$ cat src/esc_pkg.sv
// esc_pkg: constants for the external interrupt sense-control block
// assumes a 32-bit AXI4-Lite bus with registers in the low byte lane
package esc_pkg;
    localparam int          NIRQ    = 16;
    localparam int          ALT_LO  = 6;     // lowest input with an alternate pin
    localparam int          SPLIT   = 8;     // inputs at or above use upper select
    localparam int          FLD_W   = 2;
    localparam int          REG_W   = 8;
    localparam int          ADDR_W  = 6;
    localparam logic [5:0]  OFF_SENSE_UH = 6'h00;
    localparam logic [5:0]  OFF_SENSE_UL = 6'h04;
    localparam logic [5:0]  OFF_SENSE_LH = 6'h08;
    localparam logic [5:0]  OFF_SENSE_LL = 6'h0C;
    localparam logic [5:0]  OFF_EN_UP    = 6'h10;
    localparam logic [5:0]  OFF_EN_LO    = 6'h14;
    localparam logic [5:0]  OFF_STAT_UP  = 6'h18;
    localparam logic [5:0]  OFF_STAT_LO  = 6'h1C;
    localparam logic [5:0]  OFF_SEL_UP   = 6'h20;
    localparam logic [5:0]  OFF_SEL_LO   = 6'h24;
    localparam logic [7:0]  REG_RST      = 8'h00;
    localparam logic [7:0]  SEL_LO_MASK  = 8'hC0; // only inputs 7 and 6 selectable
    localparam logic [1:0]  SENSE_LOW    = 2'h0;
    localparam logic [1:0]  SENSE_FALL   = 2'h1;
    localparam logic [1:0]  SENSE_RISE   = 2'h2;
    localparam logic [1:0]  SENSE_BOTH   = 2'h3;
    localparam logic [1:0]  RESP_OKAY    = 2'h0;
    localparam logic [1:0]  RESP_SLVERR  = 2'h2;
endpackage

$ cat src/esc_top.sv
// esc_top: sense control, status flags and AXI4-Lite registers for 16 irq inputs
// assumes pins are asynchronous, exc_ack comes from logic on aclk
//
// Function
// Each input has a two-bit field, upper bit odd position, lower bit just below.
// Field 00 requests an interrupt while the selected pin is low.
// Field 01 requests an interrupt on a falling edge of the selected pin.
// Field 10 requests an interrupt on a rising edge of the selected pin.
// Field 11 requests an interrupt on both edges of the selected pin.
// Fields act on all primary pins and alternates from 6 up; 3..0 use primary only.
// Inputs 15..8 sense the pin chosen by the upper pin select.
// Inputs 7 and 6 sense the pin chosen by the lower pin select.
// Inputs 5 and 4 have no alternate pin and always sense the primary.
// Sense registers hold 15..12, 11..8, 7..4, 3..0, higher inputs in higher bits.
// All sense fields reset to zero, low-level sensing.
// The chosen condition sets the input's status flag.
// Writing zero after reading one clears a flag; writing one leaves it.
// Exception handling clears a flag in edge modes, or in level mode if pin is high.
// A request reaches the processor only while its enable bit is one.
//
// The placing of the registers and the AXI4-Lite register port are this design's own decisions.
`timescale 1ns/100ps
module esc_top
    import esc_pkg::*;
(
    input  wire logic              aclk,          // system clock
    input  wire logic              aresetn,       // sync reset, active low
    input  wire logic              ce,            // clock enable
    input  wire logic [ADDR_W-1:0] awaddr,        // write address
    input  wire logic              awvalid,       // write address valid
    output logic                   awready,       // write address ready
    input  wire logic [31:0]       wdata,         // write data
    input  wire logic [3:0]        wstrb,         // write strobes
    input  wire logic              wvalid,        // write data valid
    output logic                   wready,        // write data ready
    output logic [1:0]             bresp,         // write response
    output logic                   bvalid,        // write response valid
    input  wire logic              bready,        // write response ready
    input  wire logic [ADDR_W-1:0] araddr,        // read address
    input  wire logic              arvalid,       // read address valid
    output logic                   arready,       // read address ready
    output logic [31:0]            rdata,         // read data
    output logic [1:0]             rresp,         // read response
    output logic                   rvalid,        // read data valid
    input  wire logic              rready,        // read data ready
    input  wire logic [NIRQ-1:0]   primary_interrupt_pin,          // primary pins
    input  wire logic [NIRQ-1:ALT_LO] alternate_interrupt_pin,     // alternate pins
    input  wire logic [NIRQ-1:0]   exc_ack,       // exception handled, pulse
    output logic [NIRQ-1:0]        irq_req,       // enabled requests
    output logic                   irq            // any enabled request
);
    logic [REG_W-1:0]    sense_uh_q, sense_ul_q, sense_lh_q, sense_ll_q;
    logic [NIRQ-1:0]     en_q, flag_q, seen_q;
    logic [REG_W-1:0]    sel_up_q, sel_lo_q;
    logic [NIRQ-1:0]     prim_s1_q, prim_s2_q, pin_prev_q;
    logic [NIRQ-1:ALT_LO] alt_s1_q, alt_s2_q;
    logic [NIRQ-1:0]     pin, set_ev, clr_ev, clr_wr, rd_stat;
    logic [4*REG_W-1:0]  sense_all;
    logic                aw_have_q, w_have_q;
    logic [ADDR_W-1:0]   aw_addr_q;
    logic [REG_W-1:0]    w_byte_q;
    logic                w_lane_q;
    logic                do_wr, do_rd, rd_err;
    logic [REG_W-1:0]    rd_d;

    assign sense_all = {sense_uh_q, sense_ul_q, sense_lh_q, sense_ll_q};

    // pin synchronisers
    always_ff @(posedge aclk) begin
        if (!aresetn) begin
            // pins idle high, so no false level or edge after reset
            prim_s1_q  <= '1;
            prim_s2_q  <= '1;
            alt_s1_q   <= '1;
            alt_s2_q   <= '1;
            pin_prev_q <= '1;
        end else if (ce) begin
            prim_s1_q  <= primary_interrupt_pin;
            prim_s2_q  <= prim_s1_q;
            alt_s1_q   <= alternate_interrupt_pin;
            alt_s2_q   <= alt_s1_q;
            pin_prev_q <= pin;
        end
    end

    // write channel capture
    assign do_wr = aw_have_q && w_have_q && !bvalid;
    always_ff @(posedge aclk) begin
        if (!aresetn) begin
            aw_have_q <= 1'b0;
            w_have_q  <= 1'b0;
            awready   <= 1'b1;
            wready    <= 1'b1;
            aw_addr_q <= '0;
            w_byte_q  <= '0;
            w_lane_q  <= 1'b0;
            bvalid    <= 1'b0;
            bresp     <= RESP_OKAY;
        end else if (ce) begin
            if (awvalid && awready) begin
                aw_have_q <= 1'b1;
                awready   <= 1'b0;
                aw_addr_q <= awaddr;
            end
            if (wvalid && wready) begin
                w_have_q <= 1'b1;
                wready   <= 1'b0;
                w_byte_q <= wdata[REG_W-1:0];
                w_lane_q <= wstrb[0];
            end
            if (do_wr) begin
                aw_have_q <= 1'b0;
                w_have_q  <= 1'b0;
                bvalid    <= 1'b1;
                bresp     <= wr_ok(aw_addr_q) ? RESP_OKAY : RESP_SLVERR;
            end else if (bvalid && bready) begin
                bvalid  <= 1'b0;
                awready <= 1'b1;
                wready  <= 1'b1;
            end
        end
    end

    function automatic logic wr_ok(input logic [ADDR_W-1:0] a);
        wr_ok = (a <= OFF_SEL_LO) && (a[1:0] == 2'h0);
    endfunction

    function automatic logic hit(input logic [ADDR_W-1:0] a);
        hit = do_wr && w_lane_q && (aw_addr_q == a);
    endfunction

    // control registers
    always_ff @(posedge aclk) begin
        if (!aresetn) begin
            sense_uh_q <= REG_RST;
            sense_ul_q <= REG_RST;
            sense_lh_q <= REG_RST;
            sense_ll_q <= REG_RST;
            en_q       <= '0;
            sel_up_q   <= REG_RST;
            sel_lo_q   <= REG_RST;
        end else if (ce) begin
            if (hit(OFF_SENSE_UH)) sense_uh_q <= w_byte_q;
            if (hit(OFF_SENSE_UL)) sense_ul_q <= w_byte_q;
            if (hit(OFF_SENSE_LH)) sense_lh_q <= w_byte_q;
            if (hit(OFF_SENSE_LL)) sense_ll_q <= w_byte_q;
            if (hit(OFF_EN_UP)) en_q[NIRQ-1:SPLIT] <= w_byte_q;
            if (hit(OFF_EN_LO)) en_q[SPLIT-1:0] <= w_byte_q;
            if (hit(OFF_SEL_UP)) sel_up_q <= w_byte_q;
            if (hit(OFF_SEL_LO)) sel_lo_q <= w_byte_q & SEL_LO_MASK;
        end
    end

    // zero written to a flag already read as one clears it
    always_comb begin
        clr_wr = '0;
        if (hit(OFF_STAT_UP))
            clr_wr[NIRQ-1:SPLIT] = ~w_byte_q & seen_q[NIRQ-1:SPLIT];
        if (hit(OFF_STAT_LO))
            clr_wr[SPLIT-1:0] = ~w_byte_q & seen_q[SPLIT-1:0];
    end

    // read channel
    assign do_rd = arvalid && arready;
    always_comb begin
        rd_d    = '0;
        rd_err  = 1'b0;
        rd_stat = '0;
        case (araddr)
            OFF_SENSE_UH: rd_d = sense_uh_q;
            OFF_SENSE_UL: rd_d = sense_ul_q;
            OFF_SENSE_LH: rd_d = sense_lh_q;
            OFF_SENSE_LL: rd_d = sense_ll_q;
            OFF_EN_UP:    rd_d = en_q[NIRQ-1:SPLIT];
            OFF_EN_LO:    rd_d = en_q[SPLIT-1:0];
            OFF_STAT_UP: begin
                rd_d = flag_q[NIRQ-1:SPLIT];
                rd_stat[NIRQ-1:SPLIT] = {REG_W{do_rd}};
            end
            OFF_STAT_LO: begin
                rd_d = flag_q[SPLIT-1:0];
                rd_stat[SPLIT-1:0] = {REG_W{do_rd}};
            end
            OFF_SEL_UP:   rd_d = sel_up_q;
            OFF_SEL_LO:   rd_d = sel_lo_q;
            default:      rd_err = 1'b1;
        endcase
    end

    always_ff @(posedge aclk) begin
        if (!aresetn) begin
            arready <= 1'b1;
            rvalid  <= 1'b0;
            rdata   <= '0;
            rresp   <= RESP_OKAY;
        end else if (ce) begin
            if (do_rd) begin
                arready <= 1'b0;
                rvalid  <= 1'b1;
                rdata   <= {{(32-REG_W){1'b0}}, rd_d};
                rresp   <= rd_err ? RESP_SLVERR : RESP_OKAY;
            end else if (rvalid && rready) begin
                rvalid  <= 1'b0;
                arready <= 1'b1;
            end
        end
    end

    // per-input pin choice, detection and flag
    for (genvar i = 0; i < NIRQ; i++) begin : g_in
        logic [FLD_W-1:0] mode;
        assign mode = sense_all[FLD_W*i +: FLD_W];
        if (i >= SPLIT) begin : g_up
            assign pin[i] = sel_up_q[i-SPLIT] ? alt_s2_q[i] : prim_s2_q[i];
        end else if (i >= ALT_LO) begin : g_lo
            assign pin[i] = sel_lo_q[i] ? alt_s2_q[i] : prim_s2_q[i];
        end else begin : g_prim
            assign pin[i] = prim_s2_q[i];
        end
        always_comb begin
            case (mode)
                SENSE_LOW:  set_ev[i] = !pin[i];
                SENSE_FALL: set_ev[i] = pin_prev_q[i] && !pin[i];
                SENSE_RISE: set_ev[i] = !pin_prev_q[i] && pin[i];
                SENSE_BOTH: set_ev[i] = pin_prev_q[i] != pin[i];
                default:    set_ev[i] = 1'b0;
            endcase
        end
        assign clr_ev[i] = clr_wr[i] ||
                           (exc_ack[i] && (mode != SENSE_LOW || pin[i]));
        always_ff @(posedge aclk) begin
            if (!aresetn) begin
                flag_q[i] <= 1'b0;
                seen_q[i] <= 1'b0;
            end else if (ce) begin
                if (set_ev[i])
                    flag_q[i] <= 1'b1;
                else if (clr_ev[i])
                    flag_q[i] <= 1'b0;
                if (clr_ev[i])
                    seen_q[i] <= 1'b0;
                else if (rd_stat[i] && flag_q[i])
                    seen_q[i] <= 1'b1;
            end
        end
    end

    always_ff @(posedge aclk) begin
        if (!aresetn) begin
            irq_req <= '0;
            irq     <= 1'b0;
        end else if (ce) begin
            irq_req <= flag_q & en_q;
            irq     <= |(flag_q & en_q);
        end
    end
endmodule

$ cat config.mk
export PLATFORM = sky130hd
export DESIGN_NAME = esc_top
export DESIGN_NICKNAME = d
export VERILOG_FILES = /design/src/esc_pkg.sv /design/src/esc_top.sv
export SDC_FILE = /design/constraint.sdc
export NUM_CORES = 1
export LEC_CHECK = 0
export ABC_AREA = 1
export BUFFER_PORTS_ARGS = -buffer_cell sky130_fd_sc_hd__buf_2
export CAP_MARGIN = 5
export CORE_MARGIN = 10
export CORE_UTILIZATION = 50
export DETAILED_ROUTE_END_ITERATION = 10
export MAX_ROUTING_LAYER = met4
export PLACE_DENSITY_LB_ADDON = 0.08
export SKIP_CTS_REPAIR_TIMING = 1
export SLEW_MARGIN = 40
export SYNTH_ARGS = -nofsm -noshare
export SYNTH_HDL_FRONTEND = slang
export SYNTH_SLANG_ARGS = --single-unit
$ cat constraint.sdc
create_clock -name aclk -period 1.6 [get_ports aclk]
set_input_delay 0.32 -clock aclk [delete_from_list [all_inputs] [get_ports aclk]]
set_output_delay 0.32 -clock aclk [all_outputs]
set_load 0.01 [all_outputs]
==> reports/results.ini, run 1 <==
[outcome]
status = completed

[final_layout]
multiInputGateArea_um2 = 4710
layout.cells.non_filler = 1778
fillers = 1754
antenna_cells = 0
layout_common_cells = nand2_1 (259), dfxtp_1 (200), a21oi_1 (170)
final_common_cell = nand2_1
finish.net_count = 1630
syn2layout_area_growth_pct = 25.7
drive_gt1_share_pct = 20.1
seq_area_um2 = 4160

[grt]
grt_usage_pct = 25.0
overflow = 0
grt_pass1_vias = 8903
grt_pass1_wl_mm = 47.9
grt_start_max_net_pins = 67
grt_antenna_before_repair = 0

[yosys]
avgSynthCellArea_um2 = 7.24
netlist_instances = 1326
yosysWarningCount = 0
syn_area_um2 = 9610
ys_seq_area_share_pct = 43.1
ys_ff_latch = 207
synth.distinct_cells = 30

[route]
wl_mm = 31.8
drc = 0
viasPerCell = 5.38
detail_route.first_pass.iterations = 5
drt_iter0_markers = 732
post_drt_wl_per_cell_um = 17.9
vias = 9570
ant_nets = 0

[critical_path]
crit_start = aw_addr_q[1]
reg2reg_slack_ps = 40
cp.arrival_ps = 2010
start_kind = flip-flop
end_kind = flip-flop
critPathMaxFanout = 9
slowest_delay_ps = 330
worstPathRequired_ps = 2040
worstPathCellList = nor2_4 > nand2_1 > nor2_2 > nand2_1 > buf_4 > nor2_4 > buf_12 > buf_8 > o21ai_0 > a21oi_1
crit_buf_inv = 3
r2r_start = aw_addr_q[1]
crit_type = flip-flop to flip-flop
crit_family = simple AND/OR/NAND/NOR gates
crit_path_top_delay_cell = dfxtp_2

[clock_network]
cts_sinks = 207
cts_buffers = 24
path_clk_slew_ps = 60
clock_path_buffers = 3
cts_root_buf = clkbuf_16
cts_tree = built
htreeDepth = 1
clock_latency_ps = 520

[die]
die_area_um2 = 25200
core_um2 = 18800
dieWidth_um = 159
rows = 50
io_pins = 156
initial_utilization_pct = 51.0
die-height_um = 159

[placed_design]
io_buffer_count = 102
gp_congestion = 1.04
dpl.hpwl_mm = 23.2
place_inst = 1723

[power_and_ir_drop]
power_frac_clock_pct = 46.9
net-switching-power_mw = 3.11
combPwrFrac_pct = 9.7
p_seq_share_pct = 43.4
swShare_pct = 24.6
peakVddDrop_uv = 827
internal-power_mw = 9.53
p_per_area_nw_per_um2 = 1050
p_leak_nw = 5.53

[sta]
hold_violations = 0
tightest_slew_ps = 577
fin_crit_ps = 1560
relSlewSlack_pct = 61.5
max_freq_mhz = 640
slew_violations = 0
finalClockSkew_ps = 14.4
setup_viol = 0
rsz0062_at_grt = yes
hold_slack_ps = 4.43
min_period_over_period_pct = 97.6

[min_path]
hold_path_class = input pin to flip-flop
hold_start = primary_interrupt_pin[5]

[job]
drv_cap = 0

-- metal layers --
| layer | share of wire, % | GRT usage, % | vias to the layer above |
|---|---|---|---|
| li1 | - | - | 4736 |
| met1 | 45 | 32.5 | 4488 |
| met2 | 47 | 40.0 | 289 |
| met3 | 5.8 | 3.43 | 57 |
| met4 | 2.7 | 6.88 | 0 |
| met5 | 0 | - | - |
-- tightest hold or removal path, cell delays in order --
cell and delay (ps):
buf_2 70, nand2_1 40, nand3_1 60
-- cells by family after synthesis --
group | count (synthesis) | share of synthesized area (%)
other cells | 1 | 0.0390
fa+ha+maj | 32 | 4.17
flops | 207 | 43.1
simple gates | 499 | 22.4
compound gates | 373 | 20.3
buf+inv | 214 | 9.99
-- sequential cells by signal, indices dropped and copies added (netlist names), 10 cells and up --
| signal | flops |
|---|---|
| pin_prev_q | 16 |
| prim_s2_q | 16 |
| irq_req | 16 |
| seen_q | 16 |
| prim_s1_q | 16 |
| en_q | 16 |
| alt_s1_q | 10 |
| alt_s2_q | 10 |
| flag_q | 16 |
-- power groups by stage --
stage	registers (mW)	logic (mW)	clock network (mW)
finish	5.49	1.23	5.93
detailed placement	5.59	1.17	0
CTS	5.48	1.17	5.99
floorplan	5.57	0.699	0
global placement	5.59	1.15	0
global route	5.51	1.37	6.23
-- cell usage after synthesis --
| library cell | number | area share (%) |
|---|---|---|
| nand2_1 | 262 | 10 |
| dfxtp_1 | 207 | 43 |
| a21oi_1 | 172 | 9.0 |
| o21ai_0 | 172 | 9.0 |
| inv_1 | 112 | 4.4 |
| nand3_1 | 106 | 5.5 |
| nor2_1 | 87 | 3.4 |
| clkbuf_1 | 47 | 1.8 |
| buf_4 | 33 | 2.6 |
| ha_1 | 32 | 4.2 |
| nand4_1 | 24 | 1.6 |
| a211oi_1 | 15 | 1.2 |
| buf_2 | 8 | 0.42 |
| nor2_2 | 8 | 0.52 |
| clkinv_1 | 6 | 0.23 |
| nor3_1 | 5 | 0.26 |
| inv_2 | 4 | 0.16 |
| o211a_1 | 4 | 0.42 |
| o21bai_1 | 4 | 0.31 |
| buf_6 | 3 | 0.35 |
| nor3_4 | 3 | 0.51 |
| o21a_1 | 3 | 0.23 |
| o31ai_1 | 2 | 0.16 |
| a31oi_1 | 1 | 0.065 |
| and3_1 | 1 | 0.065 |
| buf_1 | 1 | 0.039 |
| conb_1 | 1 | 0.039 |
| nor2_4 | 1 | 0.12 |
| nor3_2 | 1 | 0.10 |
| nor3b_1 | 1 | 0.078 |
-- path summary, 6_finish.rpt --
path,to,depth (start not counted)
hold / removal,prim_s1_q[5],3
setup / recovery,sense_uh_q[0],10
setup reg to reg,sense_uh_q[0],10
hold reg to reg,prim_s1_q[15],2
-- cell type report --
type	count	share of cell area, %
Clock buffer	36	6.19
Clock inverter	8	1.05
Inverter	122	3.90
Multi-Input combinational cell	930	39.0
Sequential cell	207	34.4
Tap cell	260	2.70
Timing Repair Buffer	214	12.7
Timing Repair inverter	1	0.0415
-- stage by stage --
step / TNS [ps] / total power [mW] / setup slack, ps / util, % / area, um2
floorplan: 0 / 6.27 / 186 / - / 9700
global placement: -251 / 6.74 / -215 / 58.2 / 11000
detailed placement: -338 / 6.76 / -247 / 58.2 / 11000
CTS: -425 / 12.6 / -235 / 62.9 / 11800
global route: -449 / 13.1 / -68.0 / 64.1 / 12100
finish: 0 / 12.6 / 38.7 / 64.1 / 12100
No activity file was read; power rests on OpenSTA's default activity.
==> run 2, diff against run 1 <==
- CORE_MARGIN: 10 -> not set
- RECOVER_POWER: not set -> 100
==> run 2 against run 1 <==
Effect of this change: combinational power about the same; via count down 0.96%; clock-buffer cell count decreased by 3; flip-flop and latch count unchanged; sequential power about the same; clock skew fell by 6.2 ps; wire length is 4.7% lower; critical endpoint is now sense_ll_q[5].
==> reports/results.ini, run 2 (synthesis results as in run 1) <==
[outcome]
status = completed

[min_path]
holdPathStages = 3
hold_path_class = input pin to flip-flop

[power_and_ir_drop]
p_leak_nw = 5.49
p_seq_share_pct = 45.8
p_per_area_nw_per_um2 = 1000
power_frac_clock_pct = 44.2
net-switching-power_mw = 3.02
finalPower_mw = 12.0
internal-power_mw = 8.96
combPwrFrac_pct = 10.0
swShare_pct = 25.2
peakVddDrop_uv = 789

[grt]
grt_pass1_vias = 8719
grt_pass1_wl_mm = 46.8
grt_antenna_before_repair = 1
grt_start_max_net_pins = 66
overflow = 0
grt_usage_pct = 31.4

[final_layout]
layout_common_cells = nand2_1 (258), dfxtp_1 (200), a21oi_1 (167)
finish.net_count = 1629
final_common_cell = nand2_1
syn2layout_area_growth_pct = 24.2
drive_gt1_share_pct = 19.5
seq_area_um2 = 4150
fillers = 1764
multiInputGateArea_um2 = 4700
fin_util_pct = 63.6

[die]
dieWidth_um = 141
die_area_um2 = 19800
initial_utilization_pct = 51.2
die-height_um = 141
rows = 50
io_pins = 156
core_um2 = 18800

[sta]
setup_viol = 0
slew_violations = 0
setup_slack_ps = 49.9
hold_violations = 0
min_period_over_period_pct = 96.9
max_freq_mhz = 645
tightest_slew_ps = 1130
fin_crit_ps = 1550
finalClockSkew_ps = 8.20
relSlewSlack_pct = 24.7
rsz0062_at_grt = yes

[route]
vias = 9478
ant_nets = 0
drc = 0
post_drt_wl_per_cell_um = 17.3
wl_mm = 30.3
drt_iter0_markers = 779
viasPerCell = 5.42
detail_route.first_pass.iterations = 5

[clock_network]
path_clk_slew_ps = 60
htreeDepth = 1
clock_latency_ps = 510
cts_root_buf = clkbuf_16
cts_tree = built
clock_path_buffers = 3
cts_buffers = 22
cts_sinks = 207

[critical_path]
crit_path_top_delay_cell = dfxtp_1
rr_worst_depth = 8
slowest_delay_ps = 370
crit_type = flip-flop to flip-flop
cp_num_cells = 8
end_kind = flip-flop
worstPathCellList = nand3_4 > nor2_4 > buf_6 > inv_4 > nor3_4 > buf_6 > clkbuf_16 > a21oi_1
crit_family = simple AND/OR/NAND/NOR gates
cp.arrival_ps = 1950
cpMostUsedCell = buf_6
crit_buf_inv = 4
worstPathRequired_ps = 2000
critPathMaxFanout = 8
start_kind = flip-flop

[placed_design]
gp_congestion = 0.978
dp_slack_ps = -78.1
io_buffer_count = 102
dpl.hpwl_mm = 22.0

[job]
drv_cap = 0

## run 2: worst paths after layout
kind / startpoint / endpoint / slack (ps)
max: w_have_q / sense_ll_q[5] / 50
max reg2reg: w_have_q / sense_ll_q[5] / 50
min: primary_interrupt_pin[14] / prim_s1_q[14] / 10
min reg2reg: alt_s1_q[11] / alt_s1_q[11] / 460
## run 2: cell type report
class / count / area share, %
diodes: 1 / 0.0210
multi-input cells: 930 / 39.4
repair buffers: 214 / 13.0
inverters: 122 / 3.94
clock buffers: 33 / 5.46
well taps: 234 / 2.45
clock inverters: 7 / 0.839
repair inverters: 2 / 0.115
flip-flops and latches: 207 / 34.8
## run 2: metal layers
layer	share of wire (%)	wire length [um]	vias up	track usage, %
met1	46	13800	4399	42.0
met4	3.0	915	0	9.21
met3	6.0	1820	56	4.31
met5	0	0	-	-
li1	-	-	4727	-
met2	45	13700	296	49.6
## run 2: power by group through the flow
| stage | registers, mW | logic (mW) | clock network, mW |
|---|---|---|---|
| floorplan | 5.57 | 0.699 | 0 |
| global placement | 5.59 | 1.16 | 0 |
| detailed placement | 5.59 | 1.17 | 0 |
| CTS | 5.48 | 1.18 | 5.35 |
| global route | 5.51 | 1.35 | 5.59 |
| finish | 5.49 | 1.20 | 5.29 |
## run 2: tightest hold or removal path, stage by stage
cell and delay (ps):
buf_2 70, nand2_1 40, nand3_1 60
## run 2: stage by stage
stage                     instance area, um2  std cells  hold WS (ps)  setup TNS [ps]
after detailed placement               11000       1698           440            -556
after global placement                 11000       1698           433            -176
after global routing                   11900       1750          11.8            -203
after floorplan                         9700       1351           423               0
after CTS                              11700       1738          3.80            -266
final                                  11900       1750          13.3               0
